--- src/dsp_data_space_pkg.sv ---
// Purpose: Shared types and constants of the data space access unit.
// Assumes: 16-bit words, 64K-word data and program spaces.
// Notes: Boundary codes compare against address bits 15..10.
//
// Contract
// RL1: Lower region spans zero to lower boundary minus one
// RL2: Upper region spans top down to upper boundary
// RL3: Middle region between boundaries, may be empty
// RL4: Boundaries move only in 1K-word steps
// RL5: Integrator keeps upper above lower, upper nonempty
// RL6: Boundaries come from two six-bit input buses
// RL7: Lower/upper writes go through one-entry buffer
// RL8: Lower/upper reads beat a waiting buffered write
// RL9: Buffer writes memory in first idle cycle
// RL10: New write flushes buffer and reloads it
// RL11: Flow change leaves no stale buffered write
// RL12: Read after write to same address forwards
// RL13: Middle region accesses bypass the buffer
// RL14: Short direct address is page byte, opcode byte
// RL15: Long direct uses second word, two cycles
// RL16: Indirect uses pointers; dual reads lower and upper
// RL17: Short index is base plus -64..+63
// RL18: Long index is base plus 16-bit signed
// RL19: Stack accesses use the stack pointer
// RL20: Program address from pointer or accumulator
// RL21: Relative branch target within pc-63..pc+64
// RL22: Page field is status_reg_one bits 7..0
// RL23: Region chosen by address bits 15..10 compare
package dsp_data_space_pkg;
	localparam int ADDR_W  = 16;           // Address width
	localparam int DATA_W  = 16;           // Data word width
	localparam int BOUND_W = 6;            // Boundary code width
	localparam int REG_LSB = 10;           // 1K granule position
	localparam int PAGE_W  = 8;            // Page field width
	localparam int SYNC_N  = 3;            // Pin synchroniser depth
	localparam logic [15:0] ST1_RST     = 16'h0000; // status_reg_one reset
	localparam logic [15:0] ST1_WR_MASK = 16'hfcff; // Bits 9..8 reserved
	localparam logic [5:0] LOWER_RST   = 6'h00;    // Boundary before sync
	localparam logic [5:0] UPPER_RST   = 6'h3f;    // Boundary before sync
	localparam logic [15:0] REL_BIAS    = 16'h0001; // pc-relative skew

	// Data addressing modes
	typedef enum logic [6:0] {
		M_SHORT_DIRECT = 7'h01,
		M_LONG_DIRECT  = 7'h02,
		M_INDIRECT     = 7'h04,
		M_DUAL         = 7'h08,
		M_SHORT_INDEX  = 7'h10,
		M_LONG_INDEX   = 7'h20,
		M_STACK        = 7'h40
	} dmode_t;

	// Program addressing modes
	typedef enum logic [2:0] {
		P_POINTER = 3'h1,
		P_ACCUM   = 3'h2,
		P_REL     = 3'h4
	} pmode_t;

	// Data regions
	typedef enum logic [2:0] {
		R_LOWER  = 3'h1,
		R_MIDDLE = 3'h2,
		R_UPPER  = 3'h4
	} region_t;

	// One data access request from the core
	typedef struct packed {
		logic        valid;
		logic        write;
		dmode_t      mode;
		logic [7:0]  short_addr;
		logic [15:0] long_word;
		logic [15:0] ptr_a;
		logic [15:0] ptr_b;
		logic [15:0] base;
		logic [6:0]  short_off;
		logic [15:0] sp;
		logic [15:0] wdata;
	} access_req_t;

	// One program address request
	typedef struct packed {
		logic        valid;
		pmode_t      mode;
		logic [15:0] ptr;
		logic [15:0] acc;
		logic [15:0] pc;
		logic [6:0]  rel_off;
	} prog_req_t;

	// Memory command toward one port
	typedef struct packed {
		logic        rd;
		logic        wr;
		logic [15:0] addr;
		logic [15:0] wdata;
	} mem_cmd_t;

	// Read answer
	typedef struct packed {
		logic        valid;
		logic        dual;
		logic [15:0] data_a;
		logic [15:0] data_b;
	} rd_resp_t;
endpackage

--- src/dsp_data_space_access_unit.sv ---
// Purpose: Data space region split, write buffer, address forming.
// Assumes: Memories answer reads one cycle after the command.
// Notes: All outputs are registered; reads answer three cycles on.
module dsp_data_space_access_unit (
	input  wire logic                          i_clk,
	input  wire logic                          i_rst,
	input  wire logic [5:0]                    i_lower_boundary_config,
	input  wire logic [5:0]                    i_upper_boundary_config,
	input  wire dsp_data_space_pkg::access_req_t i_req,
	input  wire logic                          i_flow_change,
	input  wire logic                          i_st1_wr,
	input  wire logic [15:0]                   i_st1_wdata,
	input  wire logic                          i_page_load,
	input  wire logic [7:0]                    i_page_data,
	input  wire dsp_data_space_pkg::prog_req_t i_prog_req,
	input  wire logic [15:0]                   i_xy_rdata,
	input  wire logic [15:0]                   i_yb_rdata,
	input  wire logic [15:0]                   i_z_rdata,
	output dsp_data_space_pkg::mem_cmd_t       o_xy_cmd,
	output logic                               o_yb_rd,
	output logic [15:0]                        o_yb_addr,
	output dsp_data_space_pkg::mem_cmd_t       o_z_cmd,
	output dsp_data_space_pkg::rd_resp_t       o_rd,
	output logic                               o_busy,
	output logic                               o_region_fault,
	output logic                               o_buf_valid,
	output logic [15:0]                        o_status_reg_one,
	output logic                               o_prog_valid,
	output logic [15:0]                        o_prog_addr
);
	import dsp_data_space_pkg::*;

	// Sequencer states
	typedef enum logic [1:0] {
		S_IDLE = 2'h1,
		S_LONG = 2'h2
	} state_t;
	// Region of an address against the two boundary codes
	function automatic region_t region_of(
		input logic [15:0] addr,
		input logic [5:0]  lo,
		input logic [5:0]  hi
	);
		region_t r;
		r = R_MIDDLE;
		if (addr[15:REG_LSB] < lo) begin
			r = R_LOWER; // RL1 RL23
		end else if (addr[15:REG_LSB] >= hi) begin
			r = R_UPPER; // RL2 RL23
		end
		return r;
	endfunction
	// Sign extension of a seven-bit offset
	function automatic logic [15:0] sext7(input logic [6:0] v);
		return {{9{v[6]}}, v};
	endfunction
	// Boundary synchronisers and settled codes
	logic [5:0] lo_sync [SYNC_N]; // Lower code stages
	logic [5:0] hi_sync [SYNC_N]; // Upper code stages
	logic [5:0] lo_code;          // Settled lower code
	logic [5:0] hi_code;          // Settled upper code
	// Sequencer and held long request
	state_t      state;      // Current state
	state_t      next_state; // Following state
	access_req_t held;       // Long direct request waiting
	access_req_t cur;        // Request being served
	// Write buffer contents
	logic        buf_valid; // Entry loaded
	logic [15:0] buf_addr;  // Buffered address
	logic [15:0] buf_data;  // Buffered data
	// Read pipeline: stage one aligns with the command
	logic        p1_rd;   // Read in flight
	logic        p1_dual; // Dual read in flight
	logic        p1_z;    // Middle region read
	logic        p1_fa;   // Port A forwarded
	logic        p1_fb;   // Port B forwarded
	logic [15:0] p1_fwd;  // Forwarded data
	logic        p2_rd;   // Stage two copies
	logic        p2_dual;
	logic        p2_z;
	logic        p2_fa;
	logic        p2_fb;
	logic [15:0] p2_fwd;
	// Status register holding the page
	logic [15:0] st1; // Page in bits 7..0
	// Combinational decisions
	logic        take;     // New request accepted
	logic        fire;     // Request acts this cycle
	logic        fire_ok;  // Port A free of forced drain
	logic [15:0] addr_a;   // Formed address
	region_t     reg_a;    // Region of addr_a
	region_t     reg_b;    // Region of second pointer
	logic        fault;    // Mode cannot reach region
	logic        fwd_a;    // Port A hits the buffer
	logic        fwd_b;    // Port B hits the buffer
	logic        rd_a;     // Port A memory read
	logic        rd_b;     // Port B memory read
	logic        wr_new;   // Lower or upper write
	logic        z_acc;    // Middle region access
	logic        drain;    // Buffer writes memory
	logic        is_read;  // Any read served

	// Boundary pins are asynchronous to the core clock
	always_ff @(posedge i_clk) begin
		if (i_rst) begin
			for (int i = 0; i < SYNC_N; i++) begin
				lo_sync[i] <= LOWER_RST;
				hi_sync[i] <= UPPER_RST;
			end
		end else begin
			lo_sync[0] <= i_lower_boundary_config; // RL6
			hi_sync[0] <= i_upper_boundary_config; // RL6
			for (int i = 1; i < SYNC_N; i++) begin
				lo_sync[i] <= lo_sync[i-1];
				hi_sync[i] <= hi_sync[i-1];
			end
		end
	end

	// A new code counts once stages two and three agree
	always_ff @(posedge i_clk) begin
		if (i_rst) begin
			lo_code <= LOWER_RST;
			hi_code <= UPPER_RST;
		end else begin
			if (lo_sync[1] == lo_sync[2]) begin
				lo_code <= lo_sync[2]; // RL4
			end
			if (hi_sync[1] == hi_sync[2]) begin
				hi_code <= hi_sync[2]; // RL4
			end
		end
	end

	// Page register and its view; a register write beats a page load
	always_ff @(posedge i_clk) begin
		if (i_rst) begin
			st1              <= ST1_RST;
			o_status_reg_one <= ST1_RST;
		end else begin
			o_status_reg_one <= st1;
			if (i_st1_wr) begin
				st1 <= i_st1_wdata & ST1_WR_MASK; // RL22
			end else if (i_page_load) begin
				st1[PAGE_W-1:0] <= i_page_data; // RL22
			end
		end
	end

	// Request selection and address forming
	always_comb begin
		take    = 1'b0;
		fire_ok = !(i_flow_change && buf_valid);
		cur     = held;
		fire    = 1'b0;
		case (state)
			S_IDLE: begin
				// No request is taken while the flow changes
				take = i_req.valid && !i_flow_change;
				cur  = i_req;
				fire = take && (i_req.mode != M_LONG_DIRECT);
			end
			S_LONG: begin
				fire = fire_ok; // RL15
			end
			default: begin
				fire = 1'b0;
			end
		endcase
		case (cur.mode)
			M_SHORT_DIRECT: addr_a = {st1[PAGE_W-1:0], cur.short_addr}; // RL14
			M_LONG_DIRECT:  addr_a = cur.long_word; // RL15
			M_INDIRECT:     addr_a = cur.ptr_a; // RL16
			M_DUAL:         addr_a = cur.ptr_a; // RL16
			M_SHORT_INDEX:  addr_a = cur.base + sext7(cur.short_off); // RL17
			M_LONG_INDEX:   addr_a = cur.base + cur.long_word; // RL18
			M_STACK:        addr_a = cur.sp; // RL19
			default:        addr_a = cur.long_word;
		endcase
	end

	// Region checks and buffer decisions
	always_comb begin
		reg_a = region_of(addr_a, lo_code, hi_code); // RL3
		reg_b = region_of(cur.ptr_b, lo_code, hi_code);
		fault = 1'b0;
		// Pointer and long index modes cannot reach the middle
		if ((cur.mode == M_INDIRECT || cur.mode == M_LONG_INDEX) &&
		    reg_a == R_MIDDLE) begin
			fault = 1'b1; // RL16 RL18
		end
		// Dual reads need one lower and one upper word
		if (cur.mode == M_DUAL &&
		    (reg_a != R_LOWER || reg_b != R_UPPER || cur.write)) begin
			fault = 1'b1; // RL16
		end
		fault   = fault && fire;
		is_read = fire && !fault && !cur.write;
		fwd_a   = buf_valid && (buf_addr == addr_a); // RL12
		fwd_b   = buf_valid && (buf_addr == cur.ptr_b); // RL12
		z_acc   = fire && !fault && (reg_a == R_MIDDLE); // RL13
		rd_a    = is_read && (reg_a != R_MIDDLE) && !fwd_a;
		rd_b    = is_read && (cur.mode == M_DUAL) && !fwd_b;
		wr_new  = fire && !fault && cur.write && (reg_a != R_MIDDLE); // RL7
		// Port A memory reads and middle accesses hold the buffer back; forwarded reads let it drain
		drain = buf_valid && (wr_new || (!rd_a && !z_acc)); // RL8 RL9 RL10
	end

	// Sequencer for the two-cycle long direct access
	always_comb begin
		next_state = state;
		case (state)
			S_IDLE: begin
				if (take && i_req.mode == M_LONG_DIRECT) begin
					next_state = S_LONG; // RL15
				end
			end
			S_LONG: begin
				if (fire_ok) begin
					next_state = S_IDLE;
				end
			end
			default: begin
				next_state = S_IDLE;
			end
		endcase
	end

	// State, held request and busy flag
	always_ff @(posedge i_clk) begin
		if (i_rst) begin
			state  <= S_IDLE;
			held   <= '0;
			o_busy <= 1'b0;
		end else begin
			state  <= next_state;
			// Busy marks the cycles a held request blocks new ones
			o_busy <= (next_state == S_LONG);
			if (take) begin
				held <= i_req;
			end
		end
	end

	// One-entry write buffer
	always_ff @(posedge i_clk) begin
		if (i_rst) begin
			buf_valid <= 1'b0;
			buf_addr  <= '0;
			buf_data  <= '0;
		end else if (wr_new) begin
			buf_valid <= 1'b1; // RL7 RL10
			buf_addr  <= addr_a;
			buf_data  <= cur.wdata;
		end else if (drain) begin
			// Flow changes always drain, since nothing fires then
			buf_valid <= 1'b0; // RL9 RL11
		end
	end

	// Lower and upper ports: A reads and drains, B reads for dual operands
	always_ff @(posedge i_clk) begin
		if (i_rst) begin
			o_xy_cmd  <= '0;
			o_yb_rd   <= 1'b0;
			o_yb_addr <= '0;
		end else begin
			o_xy_cmd.rd    <= rd_a; // RL8
			o_xy_cmd.wr    <= drain; // RL9
			o_xy_cmd.addr  <= drain ? buf_addr : addr_a;
			o_xy_cmd.wdata <= buf_data;
			o_yb_rd        <= rd_b; // RL16
			o_yb_addr      <= cur.ptr_b;
		end
	end

	// Middle region port, never buffered
	always_ff @(posedge i_clk) begin
		if (i_rst) begin
			o_z_cmd <= '0;
		end else begin
			o_z_cmd.rd    <= z_acc && !cur.write; // RL13
			o_z_cmd.wr    <= z_acc && cur.write; // RL13
			o_z_cmd.addr  <= addr_a;
			o_z_cmd.wdata <= cur.wdata;
		end
	end

	// Fault and buffer state flags
	always_ff @(posedge i_clk) begin
		if (i_rst) begin
			o_region_fault <= 1'b0;
			o_buf_valid    <= 1'b0;
		end else begin
			o_region_fault <= fault;
			o_buf_valid    <= wr_new || (buf_valid && !drain);
		end
	end

	// Read pipeline keeps forwarded reads at memory latency
	always_ff @(posedge i_clk) begin
		if (i_rst) begin
			p1_rd   <= 1'b0;
			p1_dual <= 1'b0;
			p1_z    <= 1'b0;
			p1_fa   <= 1'b0;
			p1_fb   <= 1'b0;
			p1_fwd  <= '0;
			p2_rd   <= 1'b0;
			p2_dual <= 1'b0;
			p2_z    <= 1'b0;
			p2_fa   <= 1'b0;
			p2_fb   <= 1'b0;
			p2_fwd  <= '0;
		end else begin
			p1_rd   <= is_read;
			p1_dual <= is_read && (cur.mode == M_DUAL);
			p1_z    <= reg_a == R_MIDDLE;
			p1_fa   <= fwd_a && (reg_a != R_MIDDLE); // RL12
			p1_fb   <= fwd_b;
			p1_fwd  <= buf_data;
			p2_rd   <= p1_rd;
			p2_dual <= p1_dual;
			p2_z    <= p1_z;
			p2_fa   <= p1_fa;
			p2_fb   <= p1_fb;
			p2_fwd  <= p1_fwd;
		end
	end

	// Read answer from memory, middle port or buffer copy
	always_ff @(posedge i_clk) begin
		if (i_rst) begin
			o_rd <= '0;
		end else begin
			o_rd.valid <= p2_rd;
			o_rd.dual  <= p2_dual;
			if (p2_z) begin
				o_rd.data_a <= i_z_rdata;
			end else if (p2_fa) begin
				o_rd.data_a <= p2_fwd; // RL12
			end else begin
				o_rd.data_a <= i_xy_rdata;
			end
			o_rd.data_b <= p2_fb ? p2_fwd : i_yb_rdata;
		end
	end

	// Program memory address forming
	always_ff @(posedge i_clk) begin
		if (i_rst) begin
			o_prog_valid <= 1'b0;
			o_prog_addr  <= '0;
		end else begin
			o_prog_valid <= i_prog_req.valid;
			case (i_prog_req.mode)
				P_POINTER: o_prog_addr <= i_prog_req.ptr; // RL20
				P_ACCUM:   o_prog_addr <= i_prog_req.acc; // RL20
				// Offset -64..+63 plus one gives pc-63..pc+64
				P_REL: o_prog_addr <= i_prog_req.pc + REL_BIAS +
					sext7(i_prog_req.rel_off); // RL21
				default: o_prog_addr <= i_prog_req.pc;
			endcase
		end
	end
endmodule

--- config.mk ---
export PLATFORM = sky130hd
export DESIGN_NAME = dsp_data_space_access_unit
export DESIGN_NICKNAME = d
export VERILOG_FILES = /design/src/dsp_data_space_pkg.sv /design/src/dsp_data_space_access_unit.sv
export SDC_FILE = /design/constraint.sdc
export NUM_CORES = 1
export LEC_CHECK = 0
export BUFFER_PORTS_ARGS = -buffer_cell sky130_fd_sc_hd__buf_2
export CORE_MARGIN = 3
export CORE_UTILIZATION = 36
export DETAILED_ROUTE_END_ITERATION = 8
export HOLD_SLACK_MARGIN = 0.06
export SLEW_MARGIN = 20
export SYNTH_ARGS = -nofsm -noshare
export SYNTH_HDL_FRONTEND = slang
export SYNTH_SLANG_ARGS = --single-unit
--- constraint.sdc ---
create_clock -name i_clk -period 24.8 [get_ports i_clk]
set_clock_uncertainty 0.15 [all_clocks]
set_input_delay 2.48 -clock i_clk [delete_from_list [all_inputs] [get_ports i_clk]]
set_output_delay 2.48 -clock i_clk [all_outputs]
set_load 0.01 [all_outputs]
# == After elaboration in Yosys (flattened, before gate mapping) ==
# Memories as Yosys holds them, arrays and structs flattened.
# Index checks and enable logic that the tools add are counted.
# word_totals
wordCells,159
out_inout_bits,155
mem_bits_rw,36
mem_bits_ro,0
latch_bits,0
ff_bits,359
n_memories,2
# op_classes
div,0
shifts,0
n_reduce_logical,41
add_sub_neg,4
n_lt_le_gt_ge,4
multipliers,0
eq_ne,22
bitwise_logic,6
n_mux,31
# mem_list
name,words,word_bits,read_ports,rd_ports_with_merged_regs,write_ports,line_no,text
hi_sync,3,6,3,0,3,dsp_data_space_access_unit.sv:59,logic [5:0] hi_sync [SYNC_N];
lo_sync,3,6,3,0,3,dsp_data_space_access_unit.sv:58,logic [5:0] lo_sync [SYNC_N];
# ops
cell,count
2-to-1 mux 119 bit,1
case mux 16 bit (5 select lines),1
2-to-1 mux 16 bit,4
adder 16 bit,3
case mux 16 bit (3 select lines),1
2-to-1 mux 6 bit,6
equality test 16 bit,2
logical AND 1 bit,24
adder 16 x 1 -> 16 bit (second input constant),1
2-to-1 mux 8 bit,2
equality test 6 bit,2
>= comparator 6 bit,2
less-than comparator 6 bit,2
2-to-1 mux 3 bit,4
logical NOT 1 bit,9
2-to-1 mux 1 bit,8
equality test 7 x 1 -> 1 bit (second input constant),1
equality test 7 x 2 -> 1 bit (second input constant),1
equality test 7 x 3 -> 1 bit (second input constant),1
equality test 7 x 4 -> 1 bit (second input constant),1
equality test 7 x 5 -> 1 bit (second input constant),1
equality test 7 x 6 -> 1 bit (second input constant),1
equality test 7 bit (second input constant),1
inequality test 7 x 2 -> 1 bit (second input constant),1
15 further kinds,28

# == Longest topological paths before layout ==
# depth
word_depth,26
depth_mapped,36
depth_no_buf,26

# == Worst setup path before layout ==
# OpenSTA, ideal clock, no wires.
# synth_timing
path_kind,input-to-reg
start,input port i_req[111] (netlist bit)
end,register o_xy_cmd[24] (netlist bit)
path_slack_ns,15.730
required_ns,24.527
path_stages,27
arrival_ns,8.796
setup_ns,0.123
path_cell_list,or3b_1 buf_2 a22o_1 nor3_1 clkbuf_1 clkbuf_1 o21ai_0 ha_1 a211o_1 nor2b_1 o41ai_1 o21ai_0 and2_1 xnor2_1 o211ai_1 a21boi_0 ha_1 a21o_1 a21o_1 a21oi_1 a221o_1 o22a_4 nand2_1 o221a_1 buf_4 buf_6 mux2_1
# synth_via
elab_chain_len,23
# synth_rtl
element,line_no,text
"start, declared",dsp_data_space_access_unit.sv:9,"input wire dsp_data_space_pkg::access_req_t i_req,"
2-to-1 mux 119 bit (*),dsp_data_space_access_unit.sv:156,case (state)
equality test 7 x 3 -> 1 bit or equality test 7 x 4 -> 1 bit (tied branches),dsp_data_space_access_unit.sv:170,case (cur.mode)
OR reduction 2 bit (no line),n/a,
case mux 16 bit (5 select lines) (*),dsp_data_space_access_unit.sv:170,
named net addr_a[13],dsp_data_space_access_unit.sv:90,logic [15:0] addr_a;
>= comparator 6 bit,dsp_data_space_access_unit.sv:48,end else if (addr[15:REG_LSB] >= hi) begin
2-to-1 mux 3 bit,dsp_data_space_access_unit.sv:48,
2-to-1 mux 3 bit,dsp_data_space_access_unit.sv:46,if (addr[15:REG_LSB] < lo) begin
[7 not listed],n/a,
logical AND 1 bit,"dsp_data_space_access_unit.sv:198, dsp_data_space_access_unit.sv:201, dsp_data_space_access_unit.sv:204",
logical AND 1 bit,dsp_data_space_access_unit.sv:198,is_read = fire && !fault && !cur.write;
logical AND 1 bit (2 in series),dsp_data_space_access_unit.sv:202,rd_a = is_read && (reg_a != R_MIDDLE) && !fwd_a;
logical NOT 1 bit,dsp_data_space_access_unit.sv:206,drain = buf_valid && (wr_new || (!rd_a && !z_acc));
logical AND 1 bit,dsp_data_space_access_unit.sv:206,
logical OR 1 bit (*),dsp_data_space_access_unit.sv:206,
logical AND 1 bit (*),dsp_data_space_access_unit.sv:206,
2-to-1 mux 16 bit (*),dsp_data_space_access_unit.sv:270,o_xy_cmd.addr <= drain ? buf_addr : addr_a;
"end, declared",dsp_data_space_access_unit.sv:19,"output dsp_data_space_pkg::mem_cmd_t o_xy_cmd,"
# Mark *: on every way through the listed nets, which the timed path passes. The rest lies on a longest branch.
# A chain may end at the register's enable or synchronous reset.

# == Final worst setup path ==
# layout_timing
start,input port i_req[111] (netlist bit)
end,register o_xy_cmd[23] (netlist bit)
# Same word-level chain as after synthesis.

==> results.py <==
metrics = {
    "grt": {
        "overflow": 0,
        "antenna_found_initial": 10,
        "grt_pass1_wl_um": 88300,
        "grt_max_degree": 102,
        "grt_pass1_vias": 15400,
        "grt_util_all_layers_pct": 21.1,
    },
    "detailed_routing": {
        "wire_per_inst_um": 19.1,
        "drc": 0,
        "drtPass1Iterations": 5,
        "wirelength_um": 58900,
        "via_count": 15800,
        "drt_iter0_drc": 974,
        "antenna_left": 0,
        "vias_per_cell": 5.12,
    },
    "hold_path": {
        "min_from": "hi_sync[0][0]$_SDFF_PP1_",
        "hold_path_depth": 1,
        "hp-class": "flip-flop to flip-flop",
    },
    "power_and_ir_drop": {
        "p_leak_nw": 9.97,
        "powerDensity_nw_per_um2": 76.3,
        "ir_worst_vdd_mv": 0.0480,
    },
    "sta": {
        "max-slew-margin-rel_pct": 26.0,
        "tightestPinTransition_ns": 1.11,
        "rsz0062_at_grt": "false",
        "finalMaxSlewViolations": 0,
        "hold_viol_final": 0,
        "period_share_pct": 37.7,
        "finalSetupViolations": 0,
        "tns_ns": 0,
        "max_freq_ghz": 0.107,
        "period_needed_ns": 9.36,
    },
    "worst_setup_path": {
        "worst-path-buf-inv": 3,
        "crit_family": "compound AO/OA/AOI/OAI gates",
        "critical-path-max-stage-delay_ns": 0.86,
        "cp-end-kind": "flip-flop",
        "cp-start-kind": "input port",
        "path_cells": "buf_2 > or3b_1 > a22o_1 > nor3_2 > buf_4 > mux4_2 > ha_1 > a211o_1 > nor2b_1 > o41ai_1 > buf_4 > o21ai_0 > and2_1 > xnor2_1 > o211ai_1 > a21boi_0 > ha_1 > nand4_1 > a311o_1 > a221o_1 > o22a_4 > nand2_1 > o221a_1 > mux2_2",
        "crit_path_start": "i_req[111]",
        "crit_cells": 24,
        "reg2regPathDepth": 24,
        "crit_required_ns": 25.09,
        "critPathMaxFanout": 22,
        "critical_path_class": "input port to flip-flop",
        "worst_path_max_delay_cell": "o221a_1",
        "arrival_ns": 9.66,
        "r2r_start": "state[1]$_SDFF_PP0_",
    },
    "synth": {
        "yosysTopAreaCellShare_pct": 43.7,
        "synth_top_family_by_area": "simple AND/OR/NAND/NOR gates",
        "yosysWarnings": 0,
        "synth_area_leader_cell": "dfxtp_1",
        "synthMuxAreaShare_pct": 12.7,
        "synthCells": 2029,
        "syn_area_per_cell_um2": 8.92,
        "synth_edf_count": 0,
        "synth_adder_area_share_pct": 3.96,
        "synth_commonest_cells": "dfxtp_1, nand2_1, a21oi_1",
        "synth_area_leaders": "dfxtp_1, mux2i_1, nand2_1",
        "synth-main-ff-cell": "dfxtp_1",
        "synth_xor_area_share_pct": 2.95,
        "synth-compound-area-share_pct": 13.5,
        "syn_area_um2": 18100,
        "synth-simple-area-share_pct": 19.1,
        "async_reset_ff_share_pct": 0,
        "synth.most_common_cell": "dfxtp_1",
        "synth_cell_types": 80,
        "synth-seq-cells": 395,
        "seq_area_frac_synth_pct": 43.7,
    },
    "final_layout": {
        "layout.nets": 2710,
        "stdcell_count": 3090,
        "fill_cells": 4836,
        "syn2layout_area_growth_pct": 23.3,
        "layout-drive-gt1-share_pct": 26.1,
    },
    "floorplan": {
        "dieArea_um2": 53000,
        "die_h_um": 230,
        "fp.dieW_um": 230,
        "initial_core_util_pct": 36.7,
        "rows": 81,
        "coreArea_um2": 49300,
        "boundaryPins": 423,
    },
    "clocking": {
        "cts_tree": "done",
        "ctsResizeCount": 0,
        "clk_path_buf_depth": 3,
        "clk_pin_slew_worst_paths_ns": 0.06,
        "post-cts-setup-buffer-count": 0,
        "cts_made_buffers": 46,
        "htree_levels": 2,
        "cts.sinks": 395,
        "clk_latency_ns": 0.57,
        "postCtsHoldBufs": 0,
        "cts_root_buf": "clkbuf_16",
    },
    "flow_run": {
        "maxCapViolCount": 0,
    },
    "placed_design": {
        "io_buffers": 418,
        "dpl.hpwl_um": 43800,
        "dp.cells": 3001,
        "gp_congestion": 0.918,
    },
    "outcome": {
        "outcome": "completed",
    },
}
-- per-stage QoR --
stage               worst slack, ns  total power, W  hold WS (ns)  utilization (%)  area, um2
global placement              14.93        0.000981         0.255             41.9      20600
global route                  14.95         0.00178         0.273             45.3      22300
floorplan                     15.73        0.000881         0.239                -      18100
detailed placement            14.84        0.000988         0.249             41.9      20600
CTS                           15.42         0.00172         0.267             45.2      22300
finish                        15.44         0.00170         0.260             45.3      22300
-- cell families after synthesis --
family	count (synthesis)
buffers and inverters	178
adders and majority gates	56
DFF	395
xor gates and xnor gates	61
other	1
and+or+nand+nor	738
AOI/OAI and AO/OA	390
muxes	210
-- power by group --
| group | switching [W] | internal [W] |
|---|---|---|
| registers | 0.0000173 | 0.000669 |
| logic | 0.000170 | 0.000117 |
| clock network | 0.000279 | 0.000448 |
-- registers in the layout (all words and copies together) (netlist names), 14 cells and up --
| signal | count |
|---|---|
| hi_sync | 18 |
| o_rd | 34 |
| p2_fwd | 16 |
| lo_sync | 18 |
| st1 | 14 |
| o_z_cmd | 34 |
| o_yb_addr | 16 |
| o_status_reg_one | 14 |
| o_xy_cmd | 18 |
| held | 119 |
| buf_data | 16 |
| o_prog_addr | 16 |
| p1_fwd | 16 |
| buf_addr | 16 |
-- cell usage in the layout, fill, tap and decap left out, types with 10 or more instances in the layout --
master / count
buf_2: 417
nand3_1: 21
mux4_2: 10
or2_2: 22
dfxtp_1: 394
mux2i_1: 142
nor3_1: 17
clkbuf_16: 47
ha_1: 53
and2_1: 16
o22ai_1: 21
or3_1: 10
inv_1: 51
nand2_1: 283
nor4_1: 13
clkinv_2: 14
o21ai_0: 41
a211oi_1: 21
a21oi_1: 204
mux2_2: 55
xnor2_1: 32
nor2_1: 186
xor2_1: 29
a211oi_2: 10
nand2b_1: 12
buf_4: 13
nor2b_1: 102
-- worst paths after layout --
check | slack [ns] | endpoint
setup / recovery | 15.44 | o_xy_cmd[23]$_SDFF_PP0_
hold / removal | 0.26 | hi_sync[0][6]$_SDFF_PP1_
setup reg to reg | 15.93 | o_xy_cmd[23]$_SDFF_PP0_
hold reg to reg | 0.26 | hi_sync[0][6]$_SDFF_PP1_
-- layer usage --
metal  up-vias  global-route usage [%]  part of all wire [%]
li1       7709                       -                     -
met4         8                    7.05                   3.2
met1      7435                    25.2                    41
met3       121                    6.36                   8.3
met5         -                       0                 0.098
met2       536                    36.2                    48
-- area by class of cell --
type / count / area, um2 / share of cell area [%]
flip-flops and latches: 395 / 7910 / 35.5
diodes: 4 / 10.0 / 0.0449
inverters: 51 / 191 / 0.858
multi-input cells: 1457 / 9490 / 42.5
well taps: 664 / 831 / 3.72
clock inverters: 28 / 360 / 1.62
clock buffers: 56 / 1270 / 5.69
repair buffers: 435 / 2240 / 10.1
No activity file was read; power rests on OpenSTA's default activity.
